## config.mk

```make
export PLATFORM = sky130hd
export DESIGN_NAME = acr_regs
export DESIGN_NICKNAME = d
export VERILOG_FILES = /design/src/include/acr_pkg.sv /design/src/design/acr_regs.sv
export VERILOG_INCLUDE_DIRS = /design/src /design/src/include
export SDC_FILE = /design/constraint.sdc
export NUM_CORES = 1
export LEC_CHECK = 0
export ABC_AREA = 0
export BUFFER_PORTS_ARGS = -buffer_cell sky130_fd_sc_hd__buf_2
export CORE_MARGIN = 8
export CORE_UTILIZATION = 43
export CTS_BUF_LIST = sky130_fd_sc_hd__clkbuf_4
export DETAILED_ROUTE_END_ITERATION = 8
export PLACE_DENSITY = 0.69
export SLEW_MARGIN = 20
export SYNTH_ARGS = -nofsm -noshare
export SYNTH_HDL_FRONTEND = slang
export SYNTH_SLANG_ARGS = --single-unit
export TNS_END_PERCENT = 100
```

## constraint.sdc

```tcl
create_clock -name i_clk_sys -period 1.5 [get_ports i_clk_sys]
set_input_delay 0.3 -clock i_clk_sys [delete_from_list [all_inputs] [get_ports i_clk_sys]]
set_output_delay 0.3 -clock i_clk_sys [all_outputs]
set_load 0.1 [all_outputs]
```

## src/include/acr_defines.svh

```systemverilog
// Purpose: offsets, field positions, reset values of the config registers
// Assumes: included by bare name
// Notes: register indices are word indices; byte address is index times 4
`ifndef ACR_DEFINES_SVH
`define ACR_DEFINES_SVH
`define ACR_IDX_STATUS 4'h1
`define ACR_IDX_MODE 4'h2
`define ACR_IDX_CLOCK 4'h3
`define ACR_MODE_RST 16'h0510
`define ACR_CLOCK_RST 16'h0f8e
`define ACR_MODE_WMASK 16'h3f12
`define ACR_CLOCK_WMASK 16'h0fff
`define ACR_BIT_REGCRC 13
`define ACR_BIT_RXCRC 12
`define ACR_BIT_CRCPOLY 11
`define ACR_BIT_RSTFLAG 10
`define ACR_BIT_WSZ_HI 9
`define ACR_BIT_WSZ_LO 8
`define ACR_BIT_TIMEOUT 4
`define ACR_BIT_FLOAT 1
`define ACR_BIT_CHAN_HI 11
`define ACR_BIT_CHAN_LO 8
`define ACR_BIT_CLKSEL 7
`define ACR_BIT_OSR_HI 4
`define ACR_BIT_OSR_LO 2
`define ACR_BIT_PWR_HI 1
`define ACR_BIT_PWR_LO 0
`define ACR_OSR_BASE_LOG2 7
`endif

```

## src/include/acr_pkg.sv

```systemverilog
// Purpose: types for the mode and clock configuration registers
// Assumes: nothing
// Notes: constants live in acr_defines.svh
package acr_pkg;
  typedef enum logic [1:0] {
    ACR_WS_16 = 2'h0,
    ACR_WS_24 = 2'h1,
    ACR_WS_32_PAD = 2'h2,
    ACR_WS_32_SEXT = 2'h3
  } acr_wsize_t;
  typedef enum logic [1:0] {
    ACR_PWR_VLOW = 2'h0,
    ACR_PWR_LOW = 2'h1,
    ACR_PWR_HRES_A = 2'h2,
    ACR_PWR_HRES_B = 2'h3
  } acr_pwr_t;
  typedef struct packed {
    logic reg_crc_en;
    logic rx_crc_en;
    logic crc_ansi;
    logic reset_seen;
    acr_wsize_t word_size_select;
    logic timeout_en;
    logic ready_pin_float_select;
  } acr_mode_t;
  typedef struct packed {
    logic [3:0] chan_on;
    logic clk_external;
    logic [2:0] oversampling_ratio;
    acr_pwr_t power_level_select;
  } acr_clock_t;
  typedef enum logic [2:0] {
    ACR_ST_IDLE = 3'b001,
    ACR_ST_ACK = 3'b010,
    ACR_ST_DONE = 3'b100
  } acr_state_t;
endpackage

```

## src/design/acr_regs.sv

```systemverilog
// Purpose: mode and clock configuration registers on Avalon-MM
// Assumes: single clock, synchronous active-low reset, clock enable
// Notes: one waitrequest-low cycle per access, answer one cycle after request
//
// Behaviour
// - mode register at index 02h, resets to 0510h
// - mode bit 13 enables register map crc check, reset 0
// - mode bit 12 enables incoming frame crc check, reset 0
// - mode bit 11 picks crc polynomial: 0 ccitt, 1 ansi
// - mode bit 10 reads 1 after reset; host writes 0 to clear
// - mode bits 9:8 pick word length, reset 01b (24 bits)
// - mode bit 4 enables serial timeout, reset 1
// - mode bit 1: ready pin idle high (0) or floating (1)
// - clock register at index 03h, resets to 0f8eh
// - clock bits 15:12 read-only, always zero
// - clock bits 11:8 enable channels 3 down to 0, reset on
// - clock bit 7 picks clock source: 0 internal, 1 external
// - clock bits 4:2 oversampling ratio 128 shifted by code
// - clock bits 1:0 power mode, 10b and 11b high resolution
// - status register mirrors word length, reset flag and crc polynomial
`timescale 1ns/10ps
`include "acr_defines.svh"
module acr_regs #(
  parameter int ADDR_W = 4,
  parameter int DATA_W = 32
) (
  input wire logic i_clk_sys,
  input wire logic i_nrst,
  input wire logic i_ce,
  input wire logic [ADDR_W-1:0] i_address,
  input wire logic i_read,
  input wire logic i_write,
  input wire logic [DATA_W-1:0] i_writedata,
  input wire logic [3:0] i_byteenable,
  input wire logic i_data_avail,
  output logic [DATA_W-1:0] o_readdata,
  output logic o_waitrequest,
  output logic [1:0] o_response,
  output acr_pkg::acr_mode_t o_mode,
  output acr_pkg::acr_clock_t o_clock,
  output logic [15:0] o_osr_value,
  output logic o_conversion_ready_pin_out,
  output logic o_conversion_ready_pin_oe_n
);
  initial begin
    if (ADDR_W < 2 || ADDR_W > 16 || DATA_W != 32) begin
      $error("acr_regs: ADDR_W must be 2..16 and DATA_W 32");
    end
  end

  acr_pkg::acr_state_t state_r;
  logic [15:0] mode_r;
  logic [15:0] clock_r;
  logic [15:0] wdata16;
  logic [15:0] bmask;
  logic [15:0] rd16;
  logic hit;
  logic acc_go;

  // avalon word address; unmapped indices read zero with slave-error
  assign hit = (i_address == ADDR_W'(`ACR_IDX_STATUS))
            || (i_address == ADDR_W'(`ACR_IDX_MODE))
            || (i_address == ADDR_W'(`ACR_IDX_CLOCK));
  assign wdata16 = i_writedata[15:0];
  assign bmask = {{8{i_byteenable[1]}}, {8{i_byteenable[0]}}};
  assign acc_go = i_ce && (state_r == acr_pkg::ACR_ST_IDLE)
               && (i_read ^ i_write);

  // idle -> ack (waitrequest low one cycle) -> done (master drops request)
  always_ff @(posedge i_clk_sys) begin
    if (!i_nrst) begin
      state_r <= acr_pkg::ACR_ST_IDLE;
    end else if (i_ce) begin
      case (state_r)
        acr_pkg::ACR_ST_IDLE: begin
          if (i_read ^ i_write) begin
            state_r <= acr_pkg::ACR_ST_ACK;
          end
        end
        acr_pkg::ACR_ST_ACK: begin
          state_r <= acr_pkg::ACR_ST_DONE;
        end
        acr_pkg::ACR_ST_DONE: begin
          state_r <= acr_pkg::ACR_ST_IDLE;
        end
        default: begin
          state_r <= acr_pkg::ACR_ST_IDLE;
        end
      endcase
    end
  end

  always_ff @(posedge i_clk_sys) begin
    if (!i_nrst) begin
      o_waitrequest <= 1'b1;
    end else if (i_ce) begin
      o_waitrequest <= !acc_go;
    end
  end

  // write takes effect at the edge where waitrequest is sampled low
  always_ff @(posedge i_clk_sys) begin
    if (!i_nrst) begin
      mode_r <= `ACR_MODE_RST;
    end else if (i_ce && state_r == acr_pkg::ACR_ST_ACK && i_write
                 && i_address == ADDR_W'(`ACR_IDX_MODE)) begin
      // reserved bits are kept at zero; host must write zeros anyway
      mode_r <= (mode_r & ~(bmask & `ACR_MODE_WMASK))
              | (wdata16 & bmask & `ACR_MODE_WMASK);
    end
  end

  always_ff @(posedge i_clk_sys) begin
    if (!i_nrst) begin
      clock_r <= `ACR_CLOCK_RST;
    end else if (i_ce && state_r == acr_pkg::ACR_ST_ACK && i_write
                 && i_address == ADDR_W'(`ACR_IDX_CLOCK)) begin
      // top nibble is outside the write mask: writes there are dropped
      clock_r <= (clock_r & ~(bmask & `ACR_CLOCK_WMASK))
               | (wdata16 & bmask & `ACR_CLOCK_WMASK);
    end
  end

  always_comb begin
    rd16 = 16'h0000;
    if (i_address == ADDR_W'(`ACR_IDX_MODE)) begin
      rd16 = mode_r;
    end else if (i_address == ADDR_W'(`ACR_IDX_CLOCK)) begin
      rd16 = {4'h0, clock_r[11:0]};
    end else if (i_address == ADDR_W'(`ACR_IDX_STATUS)) begin
      rd16[`ACR_BIT_CRCPOLY] = mode_r[`ACR_BIT_CRCPOLY];
      rd16[`ACR_BIT_RSTFLAG] = mode_r[`ACR_BIT_RSTFLAG];
      rd16[`ACR_BIT_WSZ_HI:`ACR_BIT_WSZ_LO] =
        mode_r[`ACR_BIT_WSZ_HI:`ACR_BIT_WSZ_LO];
    end
  end

  always_ff @(posedge i_clk_sys) begin
    if (!i_nrst) begin
      o_readdata <= '0;
      o_response <= 2'h0;
    end else if (i_ce) begin
      if (acc_go) begin
        o_readdata <= i_read ? {16'h0000, rd16} : '0;
        o_response <= hit ? 2'h0 : 2'h2;
      end else begin
        o_readdata <= '0;
        o_response <= 2'h0;
      end
    end
  end

  // decoded fields drive the rest of the converter
  always_ff @(posedge i_clk_sys) begin
    if (!i_nrst) begin
      o_mode <= acr_pkg::acr_mode_t'(8'h53);
      o_clock <= acr_pkg::acr_clock_t'(10'h3ce);
    end else if (i_ce) begin
      o_mode.reg_crc_en <= mode_r[`ACR_BIT_REGCRC];
      o_mode.rx_crc_en <= mode_r[`ACR_BIT_RXCRC];
      o_mode.crc_ansi <= mode_r[`ACR_BIT_CRCPOLY];
      o_mode.reset_seen <= mode_r[`ACR_BIT_RSTFLAG];
      o_mode.word_size_select <= acr_pkg::acr_wsize_t'(
        mode_r[`ACR_BIT_WSZ_HI:`ACR_BIT_WSZ_LO]);
      o_mode.timeout_en <= mode_r[`ACR_BIT_TIMEOUT];
      o_mode.ready_pin_float_select <= mode_r[`ACR_BIT_FLOAT];
      o_clock.chan_on <= clock_r[`ACR_BIT_CHAN_HI:`ACR_BIT_CHAN_LO];
      o_clock.clk_external <= clock_r[`ACR_BIT_CLKSEL];
      o_clock.oversampling_ratio <=
        clock_r[`ACR_BIT_OSR_HI:`ACR_BIT_OSR_LO];
      o_clock.power_level_select <= acr_pkg::acr_pwr_t'(
        clock_r[`ACR_BIT_PWR_HI:`ACR_BIT_PWR_LO]);
    end
  end

  always_ff @(posedge i_clk_sys) begin
    if (!i_nrst) begin
      o_osr_value <= 16'h0400;
    end else if (i_ce) begin
      o_osr_value <= 16'(16'h0001 << (`ACR_OSR_BASE_LOG2
        + 32'(clock_r[`ACR_BIT_OSR_HI:`ACR_BIT_OSR_LO])));
    end
  end

  // ready pin: low when data ready; idle drives high or floats (oe_n high)
  always_ff @(posedge i_clk_sys) begin
    if (!i_nrst) begin
      o_conversion_ready_pin_out <= 1'b1;
      o_conversion_ready_pin_oe_n <= 1'b0;
    end else if (i_ce) begin
      o_conversion_ready_pin_out <= !i_data_avail;
      o_conversion_ready_pin_oe_n <=
        !i_data_avail && mode_r[`ACR_BIT_FLOAT];
    end
  end
endmodule

```

==> impl_metrics.tcl, run 1 <==
set metrics [dict create \
    status "finished clean" \
    drive_gt1_frac 0.277 \
    place_congestion 0.829 \
    criticalPathCategory "register to output pin" \
    dieArea_um2 10600 \
    synth_ff_type "dfxtp_1" \
    synthCells 333 \
    intPower_mw 2.83 \
    p_leak_nw 1.68 \
    cp-end-kind "output pin" \
    setup_violations 0 \
    dr.pass1.iters 4 \
    maxSlewViolCount 0 \
    yosysMostFrequentCell "dfxtp_1" \
    cp_slowest_cell "dfxtp_1" \
    met2_usage 0.224 \
    finalCritPeriodShare 0.946 \
    core_area_um2 7290 \
    ios 117 \
    cpPeakStageDelay_ns 0.39 \
    grt_busiest_layer "met2" \
    hold_viol_final 0 \
    critical_path.max_fanout 2 \
    fin_nets 460 \
    die_w_um 103 \
    maxCapViolations 0 \
    required_ns 1.20 \
    layout_min_cycle_time_ns 1.42 \
    clkTransAtPathRegs_ns 0.13 \
    antenna_left 0 \
    first_global_vias 2359 \
    syn_avg_cell_area_um2 9.74 \
    use_met3 0.0567 \
    viasPerCell 4.73 \
    worstSkewPairLatency_ns 0.42 \
    ys_seq_area_frac 0.463 \
    root_buffer "clkbuf_4" \
    synth_top_area_frac 0.463 \
    syn_to_final_growth_pct 23.1 \
    synth_seq_cells 75 \
    grtUsageTotal 0.143 \
    io_buffers 77 \
    initial_core_util 0.445 \
    path_buf_inv 1 \
    grt_pass1_wl_mm 11.7 \
    cts_made_buffers 9 \
    synth_cell_types 40 \
    cp.arrival_ns 1.12 \
    drtIter0Drc 102 \
    rsz0062_at_grt "false" \
    rows 31 \
    synth_top_area_cell "dfxtp_1" \
    antenna_found_initial 0 \
    fin_tns_setup_ns 0 \
    num_vias 2449 \
    clockBufferDepth 2 \
    holdWs_ns 0.117 \
    use_met1 0.174 \
    clkPwrFrac 0.346 \
    synthTopCellsByArea "dfxtp_1, mux2i_1, nor2b_1" \
    avgRoutedWirePerCell_um 14.3 \
    p_sw_frac 0.297 \
    ir_drop_mv 0.530 \
    antenna_cells 0 \
    post-route-drc-count 0 \
    grt_max_degree 33 \
    cp_cell_sequence "buf_4" \
    cts_sinks 75 \
    postCtsSetupRepairBufs 0 \
    seq_power_share 0.503 \
    post-dp-hpwl_mm 5.49 \
    synth_area_um2 3240 \
    synthTopCellsByCount "dfxtp_1, nor2b_1, mux2i_1" \
    synth_edf_count 0 \
    cts_max_level 3 \
    fin_skew_ns 0.0195 \
    powerDensity_nw_per_um2 1010 \
    yosysWarnings 0 \
    cpLargestDelayFamily "flip-flops" \
    die_h_um 103 \
    hold_path_class "primary input to register" \
    power.switching_mw 1.20 \
    grt.overflow.total 0 \
    async_reset_ff_frac 0 \
    combPwrFrac 0.151 \
    cts_tree "built" \
    cp-start-kind "register" \
    wl_mm 7.40 \
    fmax_mhz 705 \
]
-- worst paths after layout --
check | endpoint | slack, ns | from | cells after the start
hold / removal | register | 0.12 | i_writedata[13] | 3
setup reg to reg | register | 0.20 | state_r[2] | 4
setup / recovery | o_mode[6] | 0.08 | o_mode[6] | 1
hold reg to reg | o_readdata[0] | 0.48 | o_readdata[0] | 2
-- cells by family (layout without fill, tap and decap cells) --
logic type	after synthesis	in the layout	share of synthesized area
DFF	75	75	0.463
other	1	19	0.00116
and+or+nand+nor	137	137	0.256
muxes	36	36	0.112
buffers and inverters	45	113	0.0830
AOI/OAI and AO/OA	37	37	0.0795
xor gates and xnor gates	2	2	0.00540
-- what timing repair did --
| action | in CTS | in global routing |
|---|---|---|
| resized for setup | 52 | 0 |
| hold buffers | 0 | 0 |
| endpoints found under the setup margin | 52 | 0 |
-- cell type report --
class,instances,area [µm²]
fillers,686,3300
clock inverters,7,91.3
clock buffers,9,67.6
well taps,99,124
inverters,3,11.3
repair buffers,94,656
multi-input cells,231,1540
flip-flops and latches,75,1500
-- layout by cell type, fill, tap and decap left out, types with 5 or more instances in the layout --
cell,instances
and2_1,12
nand2_1,30
buf_4,68
clkbuf_4,9
nand3_1,5
mux2i_1,34
a21boi_1,15
buf_2,25
nand4_1,14
conb_1,19
nor2_1,5
o21ai_1,9
nor2b_1,36
nand2b_1,18
dfxtp_1,75
-- per-stage QoR --
| step | cell area, µm² | utilization | instances | worst slack, ns | power, mW |
|---|---|---|---|---|---|
| after floorplan | 3310 | - | 351 | 0.160 | 2.59 |
| after global placement | 3700 | 0.508 | 502 | 0.136 | 2.66 |
| after detailed placement | 3700 | 0.508 | 502 | 0.0935 | 2.67 |
| after CTS | 3990 | 0.547 | 518 | 0.0642 | 4.06 |
| after global routing | 3990 | 0.547 | 518 | 0.0232 | 4.20 |
| final | 3990 | 0.547 | 518 | 0.0810 | 4.03 |
-- routing by layer --
metal | routed length (µm) | vias to the layer above
met1 | 3310 | 1119
li1 | - | 1252
met5 | 0 | -
met3 | 637 | 9
met4 | 81 | 0
met2 | 3370 | 69
-- power by group through the flow --
stage	registers, mW	logic, mW	clock network (mW)
CTS	2.02	0.608	1.43
detailed placement	2.07	0.598	0
finish	2.02	0.609	1.39
global route	2.03	0.638	1.53
floorplan	2.18	0.410	0
global placement	2.07	0.595	0
Power figures use the tool's default switching activity.
==> run 2: changes to the inputs <==
--- a/config.mk
+++ b/config.mk
@@ -9,9 +9,11 @@
 export ABC_AREA = 0
 export BUFFER_PORTS_ARGS = -buffer_cell sky130_fd_sc_hd__buf_2
+export CELL_PAD_IN_SITES_DETAIL_PLACEMENT = 2
+export CELL_PAD_IN_SITES_GLOBAL_PLACEMENT = 2
 export CORE_MARGIN = 8
-export CORE_UTILIZATION = 43
+export CORE_UTILIZATION = 30
 export CTS_BUF_LIST = sky130_fd_sc_hd__clkbuf_4
 export DETAILED_ROUTE_END_ITERATION = 8
-export PLACE_DENSITY = 0.69
+export PLACE_DENSITY = 0.8
 export SLEW_MARGIN = 20
 export SYNTH_ARGS = -nofsm -noshare
==> constraint.sdc (replaced) <==
create_clock -name i_clk_sys -period 1.5 [get_ports i_clk_sys]
set_input_delay 0.075 -clock i_clk_sys [delete_from_list [all_inputs] [get_ports i_clk_sys]]
set_output_delay 0.075 -clock i_clk_sys [all_outputs]
set_load 0.1 [all_outputs]
==> run 2 against run 1 <==
Effect of this change: via count increased by 6.9%; maximum frequency increased by 5.3%; largest cell class unchanged; non-clock buffer count increased by 10; count of clock-buffer cells in the layout increased by 1; flip-flop and latch count unchanged; worst hold slack got worse by 0.048 ns; utilization decreased by 17 points; total power decreased by 3.1%; critical path type is now register to register; cell count increased by 9.8%.
==> impl_metrics.tcl, run 2 (same netlist as run 1, synthesis figures left out) <==
set metrics [dict create \
    cts_max_level 3 \
    fin_skew_ns 0.0176 \
    cts_tree "built" \
    drive_gt1_frac 0.252 \
    min_to "o_readdata[1]" \
    fmax_mhz 742 \
    r2r-start "state_r[0]" \
    powerDensity_nw_per_um2 973 \
    syn_to_final_growth_pct 23.6 \
    rsz0062_at_grt "false" \
    fin_nets 470 \
    post-route-drc-count 0 \
    grt_max_degree 35 \
    status "finished clean" \
    drtIter0Drc 67 \
    final_cells 569 \
    finalCritPeriodShare 0.898 \
    cp-start-kind "register" \
    grt.overflow.total 0 \
    setup_slack_ns 0.153 \
    p_leak_nw 1.67 \
    die_w_um 120 \
    die_h_um 120 \
    dp.cells 536 \
    layout_common_cells "buf_2, dfxtp_1, nor2b_1" \
    layout_min_cycle_time_ns 1.35 \
    cp.arrival_ns 1.72 \
    initial_core_util 0.303 \
    cp-end-kind "register" \
    viasPerCell 4.60 \
    min_path_cells 4 \
    maxCapViolations 0 \
    post-dp-hpwl_mm 6.93 \
    clockBufferDepth 2 \
    antenna_found_initial 0 \
    first_global_vias 2960 \
    clkTransAtPathRegs_ns 0.12 \
    reg2reg_depth 4 \
    setup_violations 0 \
    cts_sinks 75 \
    rows 38 \
    num_vias 2618 \
    required_ns 1.87 \
    grt_pass1_wl_mm 16.0 \
    worstSkewPairLatency_ns 0.44 \
    holdWs_ns 0.0685 \
    ir_drop_mv 0.394 \
    cts_made_buffers 9 \
    ios 117 \
    final_core_util 0.375 \
    antenna_cells 0 \
    io_buffers 77 \
    rrSetupSlack_ns 0.15 \
    core_area_um2 10700 \
    hold_viol_final 0 \
    wl_mm 9.81 \
    design_area_um2 4010 \
    critical_path.max_fanout 8 \
    dieArea_um2 14400 \
    place_congestion 0.810 \
    avgRoutedWirePerCell_um 17.2 \
    nFillCells 1237 \
    fin_tns_setup_ns 0 \
    dp_worst_setup_slack_ns 0.0813 \
    criticalPathCategory "register to register" \
    hold_path_class "primary input to register" \
    dr.pass1.iters 4 \
    layout_commonest_cell "buf_2" \
    grtUsageTotal 0.139 \
    dpl_cell_area_um2 3700 \
    root_buffer "clkbuf_4" \
    total_power_mw 3.90 \
    maxSlewViolCount 0 \
    worstHoldStart "i_address[3]" \
    antenna_left 0 \
]
-- run 2: layout make-up --
| type | instances | area [µm²] | share of cell area |
|---|---|---|---|
| Clock buffer | 10 | 75.1 | 0.0187 |
| Tap cell | 140 | 175 | 0.0437 |
| Multi-Input combinational cell | 231 | 1540 | 0.385 |
| Inverter | 3 | 11.3 | 0.00281 |
| Clock inverter | 6 | 56.3 | 0.0141 |
| Sequential cell | 75 | 1500 | 0.375 |
| Timing Repair Buffer | 104 | 643 | 0.161 |
-- run 2: worst max-delay path by stage --
| stage | start | to | slack [ns] | depth (start not counted) |
|---|---|---|---|---|
| finish | state_r[0] | register | 0.15 | 4 |
| global route | state_r[0] | register | 0.03 | 4 |
| CTS | state_r[0] | register | 0.01 | 3 |
| detailed placement | state_r[0] | register | 0.08 | 3 |
| global placement | state_r[0] | register | 0.10 | 3 |
| floorplan | o_conversion_ready_pin_oe_n | o_conversion_ready_pin_oe_n | 0.16 | 3 |
-- run 2: timing repair --
action / CTS / global route
endpoints found under the hold margin: 25 / 0
endpoints found under the setup margin: 0 / 6
resized for setup: 0 / 2
hold buffers: 17 / 0
setup buffers: 0 / 0
-- run 2: worst max-delay path, cell delays in order (launching register included) --
cell and delay (ns):
dfxtp_1 0.35, nand4bb_1 0.26, nor3b_2 0.23, buf_4 0.24, mux2i_1 0.20
-- run 2: report_power, final --
group          total (mW)  internal, mW  switching, mW
sequential           2.02          2.01         0.0119
combinational       0.643         0.155          0.488
clock                1.23         0.511          0.722
total                3.90          2.68           1.22
-- run 2: per-layer routing --
layer	GRT usage	up-vias	share of wire
li1	-	1268	-
met1	0.157	1275	0.42
met2	0.242	55	0.51
met3	0.0305	20	0.037
met4	0.0726	0	0.025
met5	0	-	0
==> run 3: changes to the inputs <==
CORE_MARGIN = 2   (was 8)
SETUP_SLACK_MARGIN = 0.15   (was unset)
==> run 3 against run 2 <==
Effect of this change: non-clock buffer count is the same; utilization up 1.4 points; combinational power about the same; worst setup slack gained 0.059 ns; worst hold slack got worse by 0.040 ns; clock skew shrank 0.0012 ns; maximum frequency up 4.6%; cell count down 0.70%; first-iteration DRC count down 30%; global-route usage up 2.4 points; routed wire length is 8.4% lower; critical path depth decreased by 3; critical path type is now register to output pin; largest cell class unchanged; highest routed layer unchanged.
==> impl_metrics.tcl, run 3 (same netlist as run 1, synthesis figures left out) <==
set metrics [dict create \
    ir_drop_mv 0.391 \
    hold_path_class "primary input to register" \
    core_area_um2 10400 \
    rows 37 \
    cts_made_buffers 9 \
    num_vias 2651 \
    maxSlewViolCount 0 \
    grt.overflow.total 0 \
    drtIter0Drc 47 \
    ios 117 \
    first_global_vias 2854 \
    cp_cell_sequence "buf_2" \
    fin_skew_ns 0.0165 \
    rrSetupSlack_ns 0.22 \
    layout_min_cycle_time_ns 1.29 \
    status "finished clean" \
    cpLargestDelayFamily "buffers and inverters" \
    dr.pass1.iters 4 \
    criticalPathCategory "register to output pin" \
    cp_slowest_cell "buf_2" \
    fmax_mhz 776 \
    io_buffers 77 \
    critical_path.max_fanout 2 \
    grtUsageTotal 0.163 \
    viasPerCell 4.69 \
    layout_commonest_cell "dfxtp_1" \
    initial_core_util 0.311 \
    required_ns 1.42 \
    die_h_um 108 \
    clkTransAtPathRegs_ns 0.11 \
    setup_slack_ns 0.212 \
    cts_max_level 3 \
    postCtsSetupRepairBufs 0 \
    cp-end-kind "output pin" \
    dieArea_um2 11700 \
    min_path_cells 2 \
    r2r-start "state_r[2]" \
    antenna_found_initial 1 \
    fin_nets 470 \
    root_buffer "clkbuf_4" \
    powerDensity_nw_per_um2 953 \
    dp_worst_setup_slack_ns 0.120 \
    post-route-drc-count 0 \
    post-dp-hpwl_mm 6.58 \
    worstHoldStart "i_nrst" \
    min_to "o_readdata[1]" \
    antenna_left 0 \
    p_leak_nw 1.68 \
    finalCritPeriodShare 0.859 \
    reg2reg_depth 3 \
    die_w_um 108 \
    wl_mm 8.99 \
    regArea_um2 1510 \
    place_congestion 0.743 \
    rsz0062_at_grt "false" \
    cts_sinks 75 \
    nFillCells 1180 \
    fin_tns_setup_ns 0 \
    syn_to_final_growth_pct 24.8 \
    cpPeakStageDelay_ns 0.44 \
    path_buf_inv 1 \
    cts_tree "built" \
    cp-start-kind "register" \
    grt_max_degree 42 \
    avgRoutedWirePerCell_um 15.9 \
    drive_gt1_frac 0.276 \
    multi_input_area_um2 1570 \
    setup_violations 0 \
    layout_common_cells "dfxtp_1, buf_2, nor2b_1" \
    grt_pass1_wl_mm 14.7 \
    cp.arrival_ns 1.21 \
    worstSkewPairLatency_ns 0.40 \
    maxCapViolations 0 \
    clockBufferDepth 2 \
    hold_viol_final 0 \
]
==> run 3: changes by cell type in the layout (fill, tap and decap cells not counted), moves of 2 or more <==
cell,delta
clkbuf_4,+5
dfxtp_2,+3
clkinvlp_4,-2
clkinv_2,+2
buf_6,+2
buf_2,-6
dfxtp_1,-3
dlygate4sd3_1,-2
==> run 3: stage by stage <==
| stage | instances | total power [mW] | hold slack, ns | utilization | cell area [µm²] |
|---|---|---|---|---|---|
| after CTS | 564 | 3.91 | 0.0166 | 0.385 | 4010 |
| after global placement | 534 | 2.66 | 0.334 | 0.356 | 3710 |
| after detailed placement | 534 | 2.67 | 0.345 | 0.356 | 3710 |
| after floorplan | 351 | 2.59 | 0.217 | - | 3310 |
| after global routing | 565 | 4.06 | 0.0156 | 0.388 | 4050 |
| final | 565 | 3.86 | 0.0289 | 0.388 | 4050 |
==> run 3: worst max path at each step <==
stage,start,end,slack [ns],cells after the start
floorplan,o_conversion_ready_pin_oe_n,o_conversion_ready_pin_oe_n,0.16,3
global placement,state_r[0],register,0.18,3
detailed placement,state_r[1],register,0.12,3
CTS,state_r[1],register,0.16,3
global route,o_readdata[4],o_readdata[4],0.15,1
finish,o_clock[4],o_clock[4],0.21,1
==> run 3: timing repair <==
action,4_1_cts,5_1_grt
endpoints found under the setup margin,9,31
gates resized for setup,4,15
pin swaps,0,2
cloned,0,0
hold buffers,15,0
endpoints found under the hold margin,20,0
==> run 3: final cells by class <==
cell class | instances | share of cell area
Inverter | 3 | 0.00278
Clock buffer | 9 | 0.0167
Sequential cell | 75 | 0.372
Timing Repair Buffer | 104 | 0.163
Multi-Input combinational cell | 231 | 0.389
Antenna cell | 1 | 0.000618
Clock inverter | 6 | 0.0139
Tap cell | 136 | 0.0421
==> run 3: power breakdown <==
part | internal (mW) | leakage [nW] | switching (mW)
registers | 2.01 | 0.608 | 0.0133
clock network | 0.490 | 0.0710 | 0.696
logic | 0.160 | 1.00 | 0.485
==> run 3: metal layers <==
metal,part of all wire,vias to the layer above,global-route usage
met4,0.011,0,0.0504
met2,0.51,57,0.287
li1,-,1273,-
met3,0.038,8,0.0313
met5,0,-,0
met1,0.44,1313,0.200
